## src/rtl/secp_regs.vh

```
// Constants of the serial EEPROM command and protection block.
// Assumes a 100 MHz core clock and a framer that reports link events.
`ifndef SECP_REGS_VH
`define SECP_REGS_VH

// ****************************************
// Command byte codes
// ****************************************
`define SECP_CMD_RAND_READ 8'h03
`define SECP_CMD_CUR_READ 8'h06
`define SECP_CMD_WRITE 8'h6c
`define SECP_CMD_LATCH_SET 8'h96
`define SECP_CMD_LATCH_CLR 8'h91
`define SECP_CMD_STAT_READ 8'h05
`define SECP_CMD_STAT_WRITE 8'h6e

// ****************************************
// Link event codes from the framer
// ****************************************
`define SECP_EV_NONE 3'h0
`define SECP_EV_START 3'h1
`define SECP_EV_BYTE 3'h2
`define SECP_EV_MACK 3'h3
`define SECP_EV_NOACK 3'h4
`define SECP_EV_STBY 3'h5

// ****************************************
// Status byte fields
// ****************************************
`define SECP_ST_BUSY 0
`define SECP_ST_LATCH 1
`define SECP_ST_PROT_LO 2
`define SECP_ST_PROT_HI 3
`define SECP_ST_RESET 8'h00
`define SECP_PROT_NONE 2'h0
`define SECP_PROT_QUART 2'h1
`define SECP_PROT_HALF 2'h2

// ****************************************
// Timing
// ****************************************
`define SECP_CLK_MHZ 100
`define SECP_TWC_US 5000
`define SECP_TWC_CYC (`SECP_TWC_US * `SECP_CLK_MHZ)

`endif

```

## src/rtl/secp_top.v

```verilog
// Command interpreter of a single-wire serial EEPROM, with its array,
// page buffer, status byte and the read-data FIFO towards the framer.
// Assumes a framer that decodes bits and reports events on a slow
// link clock; events and data are stable around each rising edge.
`timescale 1ns/1ps
`include "secp_regs.vh"
`default_nettype none

// ****************************************
// Read-data FIFO
// ****************************************
module secp_fifo #(
  parameter W = 8,
  parameter D = 8,
  parameter AW = 3
) (
  // Clock and reset
  input wire clk,
  input wire rst,
  // Fill side
  input wire in_valid,
  output wire in_ready,
  input wire [W-1:0] in_data,
  // Drain side
  output wire out_valid,
  input wire out_ready,
  output wire [W-1:0] out_data
);
  reg [W-1:0] mem_ff [0:D-1]; // Entry storage
  reg [AW-1:0] wp_ff; // Write index
  reg [AW-1:0] rp_ff; // Read index
  reg [AW:0] cnt_ff; // Fill level
  wire push;
  wire pop;

  assign in_ready = (cnt_ff != D[AW:0]);
  assign out_valid = (cnt_ff != {(AW+1){1'b0}});
  assign out_data = mem_ff[rp_ff];
  assign push = in_valid & in_ready;
  assign pop = out_valid & out_ready;

  // Entry store, no reset needed on data
  always @(posedge clk) begin
    if (push) begin
      mem_ff[wp_ff] <= in_data;
    end
  end

  // Indices wrap at depth, so depth need not be a power of two
  always @(posedge clk) begin
    if (rst) begin
      wp_ff <= {AW{1'b0}};
      rp_ff <= {AW{1'b0}};
      cnt_ff <= {(AW+1){1'b0}};
    end else begin
      if (push) begin
        wp_ff <= (wp_ff == D[AW-1:0] - 1'b1) ? {AW{1'b0}} : wp_ff + 1'b1;
      end
      if (pop) begin
        rp_ff <= (rp_ff == D[AW-1:0] - 1'b1) ? {AW{1'b0}} : rp_ff + 1'b1;
      end
      if (push & ~pop) begin
        cnt_ff <= cnt_ff + 1'b1;
      end else if (pop & ~push) begin
        cnt_ff <= cnt_ff - 1'b1;
      end
    end
  end
endmodule

// ****************************************
// Command interpreter top
// ****************************************
module secp_top #(
  parameter AW = 7,
  parameter TWC_CYC = `SECP_TWC_CYC,
  parameter FIFO_D = 8
) (
  // Clock and reset
  input wire clk,
  input wire rst,
  // Link events from the framer, on its own clock
  input wire lnk_clk,
  input wire [2:0] lnk_evt,
  input wire [7:0] lnk_byte,
  // Read data towards the framer
  output wire tx_valid,
  input wire tx_ready,
  output wire [7:0] tx_data,
  // Answers towards the framer
  output wire slave_ack,
  output wire idle_mode,
  output wire [7:0] protect_status
);
  localparam DEPTH = 1 << AW;
  localparam TW = 24;
  // Command states
  localparam ST_STBY = 4'h0;
  localparam ST_CMD = 4'h1;
  localparam ST_ADH = 4'h2;
  localparam ST_ADL = 4'h3;
  localparam ST_RDAT = 4'h4;
  localparam ST_WDAT = 4'h5;
  localparam ST_SDAT = 4'h6;
  localparam ST_IDLE = 4'h7;

  // ****************************************
  // Link synchronisers and edge finder
  // ****************************************
  reg [11:0] s1_ff; // First stage, read only by second stage
  reg [11:0] s2_ff; // Second stage
  reg clk3_ff; // Previous synced link clock level
  wire ev_edge;
  wire [2:0] ev;
  wire [7:0] ev_byte;

  // All link inputs take the same two stages so they stay aligned
  always @(posedge clk) begin
    if (rst) begin
      s1_ff <= 12'h000;
      s2_ff <= 12'h000;
      clk3_ff <= 1'b0;
    end else begin
      s1_ff <= {lnk_clk, lnk_evt, lnk_byte};
      s2_ff <= s1_ff;
      clk3_ff <= s2_ff[11];
    end
  end

  assign ev_edge = s2_ff[11] & ~clk3_ff;
  assign ev = ev_edge ? s2_ff[10:8] : `SECP_EV_NONE;
  assign ev_byte = s2_ff[7:0];

  // ****************************************
  // State
  // ****************************************
  reg [3:0] st_ff; // Command state
  reg [7:0] cmd_ff; // Accepted command
  reg [7:0] byte_ff; // Last received byte
  reg got_ff; // Byte received, awaiting its ack
  reg [7:0] hi_ff; // Address high byte
  reg [AW-1:0] addr_ff; // Address counter
  reg wel_ff; // Write enable latch
  reg [1:0] bp_ff; // Protection bits
  reg busy_ff; // Internal write underway
  reg arr_ff; // Cycle programs the array
  reg [TW-1:0] tmr_ff; // Write cycle timer
  reg [AW-5:0] page_ff; // Page of buffered data
  reg [127:0] buf_ff; // Page buffer bytes
  reg [15:0] bv_ff; // Page buffer valid bits
  reg pend_ff; // Byte waiting to enter FIFO
  reg pstat_ff; // Pending byte is the status
  reg sak_ff; // Acknowledge pulse
  reg [7:0] mem_ff [0:DEPTH-1]; // The array
  wire [7:0] status;
  wire fifo_rdy;
  wire [15:0] a16;
  wire [AW-1:0] a_new;
  wire [AW-1:0] a_wr_next;
  wire ack;
  wire prog;

  // Status byte, busy and latch read live, upper bits zero
  assign status = {4'h0, bp_ff, wel_ff, busy_ff};
  assign protect_status = status;
  assign slave_ack = sak_ff;
  assign idle_mode = (st_ff == ST_IDLE);
  assign ack = (ev == `SECP_EV_MACK) | (ev == `SECP_EV_NOACK);
  // Address bytes arrive high first; the width cuts the unused top
  assign a16 = (st_ff == ST_ADH) ? {byte_ff, 8'h00} : {hi_ff, byte_ff};
  assign a_new = a16[AW-1:0];
  // Page wrap: only the four low bits move during a write
  assign a_wr_next = {addr_ff[AW-1:4], addr_ff[3:0] + 4'h1};
  assign prog = busy_ff & (tmr_ff == {{(TW-1){1'b0}}, 1'b1});

  // Protection decode on the two top address bits
  function prot_hit;
    input [AW-1:0] a;
    input [1:0] bp;
    begin
      case (bp)
        `SECP_PROT_NONE: prot_hit = 1'b0;
        `SECP_PROT_QUART: prot_hit = &a[AW-1:AW-2];
        `SECP_PROT_HALF: prot_hit = a[AW-1];
        default: prot_hit = 1'b1;
      endcase
    end
  endfunction

  // ****************************************
  // Array programming at the end of a cycle
  // ****************************************
  // Held bytes go in together; no reset on array contents
  // Protected ranges start on page bounds, so one check covers a page
  wire page_prot; // Whole held page lies in a protected range
  wire [15:0] pwe; // Slot is programmed at the end of this cycle
  integer j;
  genvar gi;
  assign page_prot = prot_hit({page_ff, 4'h0}, bp_ff);
  generate
    for (gi = 0; gi < 16; gi = gi + 1) begin : g_prog
      assign pwe[gi] = prog & arr_ff & bv_ff[gi] & ~page_prot;
    end
  endgenerate

  // One process owns the array, so it has a single driver
  always @(posedge clk) begin
    for (j = 0; j < 16; j = j + 1) begin
      if (pwe[j]) begin
        mem_ff[{page_ff, j[3:0]}] <= buf_ff[j*8 +: 8];
      end
    end
  end

  // ****************************************
  // Command interpreter
  // ****************************************
  // A busy device cannot touch the buffer, so one clock owns it all
  always @(posedge clk) begin
    if (rst) begin
      st_ff <= ST_STBY;
      cmd_ff <= 8'h00;
      byte_ff <= 8'h00;
      got_ff <= 1'b0;
      hi_ff <= 8'h00;
      addr_ff <= {AW{1'b0}};
      wel_ff <= 1'b0;
      bp_ff <= 2'h0;
      busy_ff <= 1'b0;
      arr_ff <= 1'b0;
      tmr_ff <= {TW{1'b0}};
      page_ff <= {(AW-4){1'b0}};
      buf_ff <= 128'h0;
      bv_ff <= 16'h0000;
      pend_ff <= 1'b0;
      pstat_ff <= 1'b0;
      sak_ff <= 1'b0;
    end else begin
      sak_ff <= 1'b0;
      if (pend_ff & fifo_rdy) begin
        pend_ff <= 1'b0;
      end
      // Write cycle timer; the cycle frees the buffer as it ends
      if (busy_ff) begin
        tmr_ff <= tmr_ff - 1'b1;
        if (prog) begin
          busy_ff <= 1'b0;
          bv_ff <= 16'h0000;
        end
      end
      if (ev == `SECP_EV_STBY) begin
        // Standby ends any command; an unfinished write is dropped
        st_ff <= ST_STBY;
        got_ff <= 1'b0;
        if (~busy_ff) begin
          bv_ff <= 16'h0000;
        end
      end else if (ev != `SECP_EV_NONE) begin
        case (st_ff)
          ST_STBY: begin
            if (ev == `SECP_EV_START) begin
              st_ff <= ST_CMD;
              got_ff <= 1'b0;
            end
          end
          ST_IDLE: begin
            // Everything ignored until a standby pulse
          end
          default: begin
            if (ev == `SECP_EV_BYTE) begin
              // A second byte without an ack is a framing slip
              if (got_ff) begin
                st_ff <= ST_IDLE;
              end else begin
                byte_ff <= ev_byte;
                got_ff <= 1'b1;
                if (st_ff == ST_WDAT) begin
                  buf_ff[addr_ff[3:0]*8 +: 8] <= ev_byte;
                  bv_ff[addr_ff[3:0]] <= 1'b1;
                end
              end
            end else if (ack & ~got_ff & (st_ff != ST_RDAT)) begin
              // No-ack before any write data cancels the command
              st_ff <= (ev == `SECP_EV_NOACK) ? ST_STBY : ST_IDLE;
              bv_ff <= busy_ff ? bv_ff : 16'h0000;
            end else if (ack) begin
              got_ff <= 1'b0;
              case (st_ff)
                ST_CMD: begin
                  cmd_ff <= byte_ff;
                  case (byte_ff)
                    `SECP_CMD_LATCH_SET, `SECP_CMD_LATCH_CLR: begin
                      if (ev == `SECP_EV_NOACK) begin
                        wel_ff <= (byte_ff == `SECP_CMD_LATCH_SET);
                        sak_ff <= 1'b1;
                        st_ff <= ST_STBY;
                      end else begin
                        st_ff <= ST_IDLE;
                      end
                    end
                    `SECP_CMD_STAT_READ: begin
                      // Allowed even during a write cycle
                      if (ev == `SECP_EV_MACK) begin
                        sak_ff <= 1'b1;
                        pend_ff <= 1'b1;
                        pstat_ff <= 1'b1;
                        st_ff <= ST_RDAT;
                      end else begin
                        st_ff <= ST_STBY;
                      end
                    end
                    `SECP_CMD_RAND_READ, `SECP_CMD_WRITE, `SECP_CMD_CUR_READ, `SECP_CMD_STAT_WRITE: begin
                      if (busy_ff) begin
                        st_ff <= ST_IDLE;
                      end else if (ev == `SECP_EV_NOACK) begin
                        st_ff <= ST_STBY;
                      end else begin
                        sak_ff <= 1'b1;
                        if (byte_ff == `SECP_CMD_CUR_READ) begin
                          pend_ff <= 1'b1;
                          pstat_ff <= 1'b0;
                          st_ff <= ST_RDAT;
                        end else if (byte_ff == `SECP_CMD_STAT_WRITE) begin
                          st_ff <= ST_SDAT;
                        end else begin
                          st_ff <= ST_ADH;
                          bv_ff <= 16'h0000;
                        end
                      end
                    end
                    default: begin
                      st_ff <= ST_IDLE;
                    end
                  endcase
                end
                ST_ADH, ST_ADL: begin
                  addr_ff <= a_new;
                  if (st_ff == ST_ADH) begin
                    hi_ff <= byte_ff;
                  end
                  if (ev == `SECP_EV_NOACK) begin
                    st_ff <= ST_STBY;
                  end else begin
                    sak_ff <= 1'b1;
                    if (st_ff == ST_ADH) begin
                      st_ff <= ST_ADL;
                    end else if (cmd_ff == `SECP_CMD_WRITE) begin
                      page_ff <= a_new[AW-1:4];
                      st_ff <= ST_WDAT;
                    end else begin
                      pend_ff <= 1'b1;
                      pstat_ff <= 1'b0;
                      st_ff <= ST_RDAT;
                    end
                  end
                end
                ST_RDAT: begin
                  // Array reads step the counter on either ack
                  if (cmd_ff != `SECP_CMD_STAT_READ) begin
                    addr_ff <= addr_ff + 1'b1;
                  end
                  sak_ff <= 1'b1;
                  if (ev == `SECP_EV_MACK) begin
                    pend_ff <= 1'b1;
                  end else begin
                    st_ff <= ST_STBY;
                  end
                end
                ST_WDAT: begin
                  addr_ff <= a_wr_next;
                  sak_ff <= 1'b1;
                  if (ev == `SECP_EV_NOACK) begin
                    st_ff <= ST_STBY;
                    // Without the latch nothing is programmed
                    if (wel_ff) begin
                      busy_ff <= 1'b1;
                      arr_ff <= 1'b1;
                      tmr_ff <= TWC_CYC[TW-1:0];
                      wel_ff <= 1'b0;
                    end else begin
                      bv_ff <= 16'h0000;
                    end
                  end
                end
                ST_SDAT: begin
                  if (ev == `SECP_EV_NOACK) begin
                    sak_ff <= 1'b1;
                    st_ff <= ST_STBY;
                    // New protect bits show at once during the cycle
                    if (wel_ff) begin
                      bp_ff <= {byte_ff[`SECP_ST_PROT_HI], byte_ff[`SECP_ST_PROT_LO]};
                      busy_ff <= 1'b1;
                      arr_ff <= 1'b0;
                      tmr_ff <= TWC_CYC[TW-1:0];
                      wel_ff <= 1'b0;
                    end
                  end else begin
                    st_ff <= ST_IDLE;
                  end
                end
                default: begin
                  st_ff <= ST_IDLE;
                end
              endcase
            end else begin
              st_ff <= ST_IDLE;
            end
          end
        endcase
      end
    end
  end

  // ****************************************
  // Read data path
  // ****************************************
  // The byte is chosen when it enters, so status is fresh each time
  secp_fifo #(
    .W(8),
    .D(FIFO_D),
    .AW(3)
  ) u_fifo (
    .clk(clk),
    .rst(rst),
    .in_valid(pend_ff),
    .in_ready(fifo_rdy),
    .in_data(pstat_ff ? status : mem_ff[addr_ff]),
    .out_valid(tx_valid),
    .out_ready(tx_ready),
    .out_data(tx_data)
  );
endmodule

`default_nettype wire

```

## config.mk

```make
export PLATFORM = sky130hd
export DESIGN_NAME = secp_top
export DESIGN_NICKNAME = d
export VERILOG_FILES = /design/src/rtl/secp_top.v
export VERILOG_INCLUDE_DIRS = /design/src /design/src/rtl
export SDC_FILE = /design/constraint.sdc
export NUM_CORES = 2
export LEC_CHECK = 0
export ABC_AREA = 1
export ABC_CLOCK_PERIOD_IN_PS = 2800
export BUFFER_PORTS_ARGS = -buffer_cell sky130_fd_sc_hd__buf_2
export CAP_MARGIN = 0
export CORE_UTILIZATION = 57
export DETAILED_ROUTE_END_ITERATION = 12
export HOLD_SLACK_MARGIN = 0.06
export PLACE_DENSITY_LB_ADDON = 0.1
export REMOVE_ABC_BUFFERS = 1
export SYNTH_ARGS = -nofsm -noshare
export SYNTH_HDL_FRONTEND = slang
export SYNTH_SLANG_ARGS = --single-unit
```

## constraint.sdc

```tcl
create_clock -name clk -period 2.8 [get_ports clk]
set_input_delay 0.14 -clock clk [delete_from_list [all_inputs] [get_ports clk]]
set_output_delay 0.14 -clock clk [all_outputs]
set_load 0.01 [all_outputs]
```

==> results.md <==
* DRT antenna net count at 0
* Layout Nets at around 5400
* Die Y-Extent at between 300 and 400 um
* Cell Count, Final, Fillers Out at between 6000 and 7000
* Final wirelength at 199000 um
* Worst hold-check path type: in -> reg
* Top Ports at 34
* Fin area at 63100 sq um
* Largest family of logic cells by synthesized area: simple AND/OR/NAND/NOR gates
* Commonest cells after routing, fill and taps aside: nor2_1, edfxtp_1, o21ai_0
* Synth Area in Adders at less than 1%
* Final setup fails at 16
* Critical-path top delay cell: o22ai_1
* Drt first pass iters at 7
* Peak VDD IR at roughly 0.00060 V
* Cells along the critical path: buf_12 -> buf_12 -> buf_4 -> o21ai_0 -> o22ai_1 -> nand2_1 -> nand4_1 -> nand3_1 -> nand3_1 -> nand2_1 -> nor2_4 -> buf_4
* Initial antenna violation count at 13
* Avg Vias per Cell at roughly 6.2
* Ys async rst share at 0%
* Area contributors post-synth: edfxtp_1, dfxtp_1, nor2_1
* Crit end category: flop
* Register bit total from synthesis at approximately 1300
* R2r worst-path depth at 12
* Seq/Total Area, Yosys at 70.0%
* Post-synth EDFFs at 1088
* Post-synthesis compound-gate area fraction at between 10% and 20%
* Setup TNS at -556 ps
* CTS H-Tree Depth at 4
* Post-Synthesis Cells at 4942
* Clk pin slew, worst setup/hold paths at 60 ps
* Setup WS post-layout at -45.1 ps
* Top_reg_cell synth: edfxtp_1
* Count of buffers from port buffering at 29
* Min Tclk post-route at 2850 ps
* Vias in the first global route at ~38000
* DP HPWL at about 140000 um
* Max Freq at approximately 0.35 GHz
* Die W at around 310 um
* Largest net degree at the start of global routing at 90
* Placed cell count at ~6400
* Core area at 93300 sq um
* Arrival time at the worst endpoint at 3460 ps
* Clock Tree Buf Depth at 3
* Final period util at 102%
* Post-route DRC at 0
* Placed cell area at slightly below 60000 sq um
* Yosys top cell area share at about three fifths
* Synth Area per Inst at between 10 and 15 sq um
* Setup Buffers After CTS at 0
* Status: complete, but fails checks
* Headroom to the max-slew limit at a little over a third
* Slew Viols, Final at 0
* Max incr delay on CP at around 460 ps
* Starting Density at between 50 and 60%
* First-pass GRT wire length at approximately 280000 um
* Lkg Pwr at 0.0209 uW
* TritonCTS clock tree: done
* Root Driver: clkbuf_16
* DR WL/cell at approximately 30 um
* Vias at 41900
* Pwr dens at around 640 nW/um^2
* Library cells used by synthesis at between 40 and 50
* Worst slew pin tran at between 900 and 1000 ps
* GP Congestion at approximately 1.1
* Post-Syn Area at roughly 54000 sq um
* CTS Buf Count at approximately 140
* RSZ-0062 raised after global routing: yes
* Post-synthesis mux area share at 0%
* CTS Sinks at between 1000 and 1500
* CP required at around 3400 ps
* Synth Area in Simple Gates at between 10% and 20%
* Failing checks: setup timing
* Skew final at approximately 29 ps
* Startpoint types: flop
* Area growth syn-to-layout at 17.6%
* Util after Layout at 67.6%
* FP Rows at about 110
* Clock Latency Late Sink at 770 ps
* Yosys warning total at 0
* Synth area leader: edfxtp_1
* CP Max Fanout at 23
* Hold Crit Depth at 3
* Layout cells sized above 1 at between 10% and 20%
* Max capacitance violation total at 0
* Setup CP Type: reg -> reg
* Die area at 95300 sq um
* Grt ovf at 0
* Xor and xnor area share after synthesis at less than 1%
* GRT Util Overall at a little over two fifths
* Hold Violations, Final at 0
* Initial drt markers at ~7200
* Most common cell after layout, fill and taps aside: nor2_1
* Tot Pwr at 40500 uW
[final cells by class]
cell class	count	area, sq um
timing repair buffer	522	4450
sequential	1332	37600
multi-input combinational	3145	14400
tap	1254	1570
inverter	193	743
fill	7108	30200
antenna	7	17.5
clock inverter	70	612
clock buffer	180	3760
[timing repair]
item	CTS	global route
pin swaps	0	4
gates cloned	0	1
gates resized for setup	7	30
endpoints found under the hold margin	18	0
endpoints found under the setup margin	40	76
hold buffers	13	0
[final timing paths]
kind | from | end | slack [ps]
min | rst | s2_ff[4] | 80
max reg2reg | addr_ff[0] | u_fifo.mem_ff[7][6] | -50
max | addr_ff[0] | u_fifo.mem_ff[7][6] | -50
min reg2reg | s1_ff[9] | s2_ff[9] | 400
[report_power, final]
group	switching, uW	internal, uW	leakage [uW]	total, uW
combinational	831	416	0.00905	1250
clock	7720	10300	0.00215	18000
sequential	70.0	21200	0.00970	21300
[logic make-up after synthesis]
family,after synthesis
AO/OA/AOI/OAI,1091
other,1
XOR/XNOR,17
AND/OR/NAND/NOR,2018
adder cells (fa/ha/maj),15
flip-flops,1332
buffers and inverters,468
[worst max-delay path, delay by kind of cell, from the launching register on]
| kind | cells | cell delay, ps |
|---|---|---|
| AO/OA/AOI/OAI | 2 | 540 |
| AND/OR/NAND/NOR | 6 | 940 |
| buffers and inverters | 4 | 780 |
| flip-flops | 1 | 430 |
[stage by stage]
stage               hold slack, ps  setup slack (ps)
global placement               341              -231
global route                   100             -30.7
finish                        80.0             -45.1
detailed placement             348              -186
CTS                           60.6              25.6
floorplan                      209            -18180
[state kept, by name (all words and copies together) (netlist names), 2 cells and up, named ones only]
signal         flops
bv_ff             16
page_ff            3
u_fifo.rp_ff       3
buf_ff           128
st_ff              3
mem_ff          1024
addr_ff            7
byte_ff            8
u_fifo.wp_ff       3
u_fifo.mem_ff     64
cmd_ff             8
u_fifo.cnt_ff      4
s1_ff             12
tmr_ff            24
s2_ff             12
bp_ff              2
[cells in the mapped netlist, types with 43 or more instances]
cell and number:
a21oi_1 122, clkbuf_1 213, dfxtp_1 244, edfxtp_1 1088
inv_1 176, nand2_1 560, nand3_1 170, nand4_1 54
nor2_1 1160, nor3_1 43, o21ai_0 727, o22ai_1 199
[routing by layer]
| metal | track usage (%) | wire [um] |
|---|---|---|
| met5 | 0 | 29 |
| met4 | 23.7 | 12600 |
| met3 | 13.5 | 29300 |
| met2 | 57.9 | 82500 |
| met1 | 58.8 | 74900 |
No activity file was read; power rests on OpenSTA's default activity.
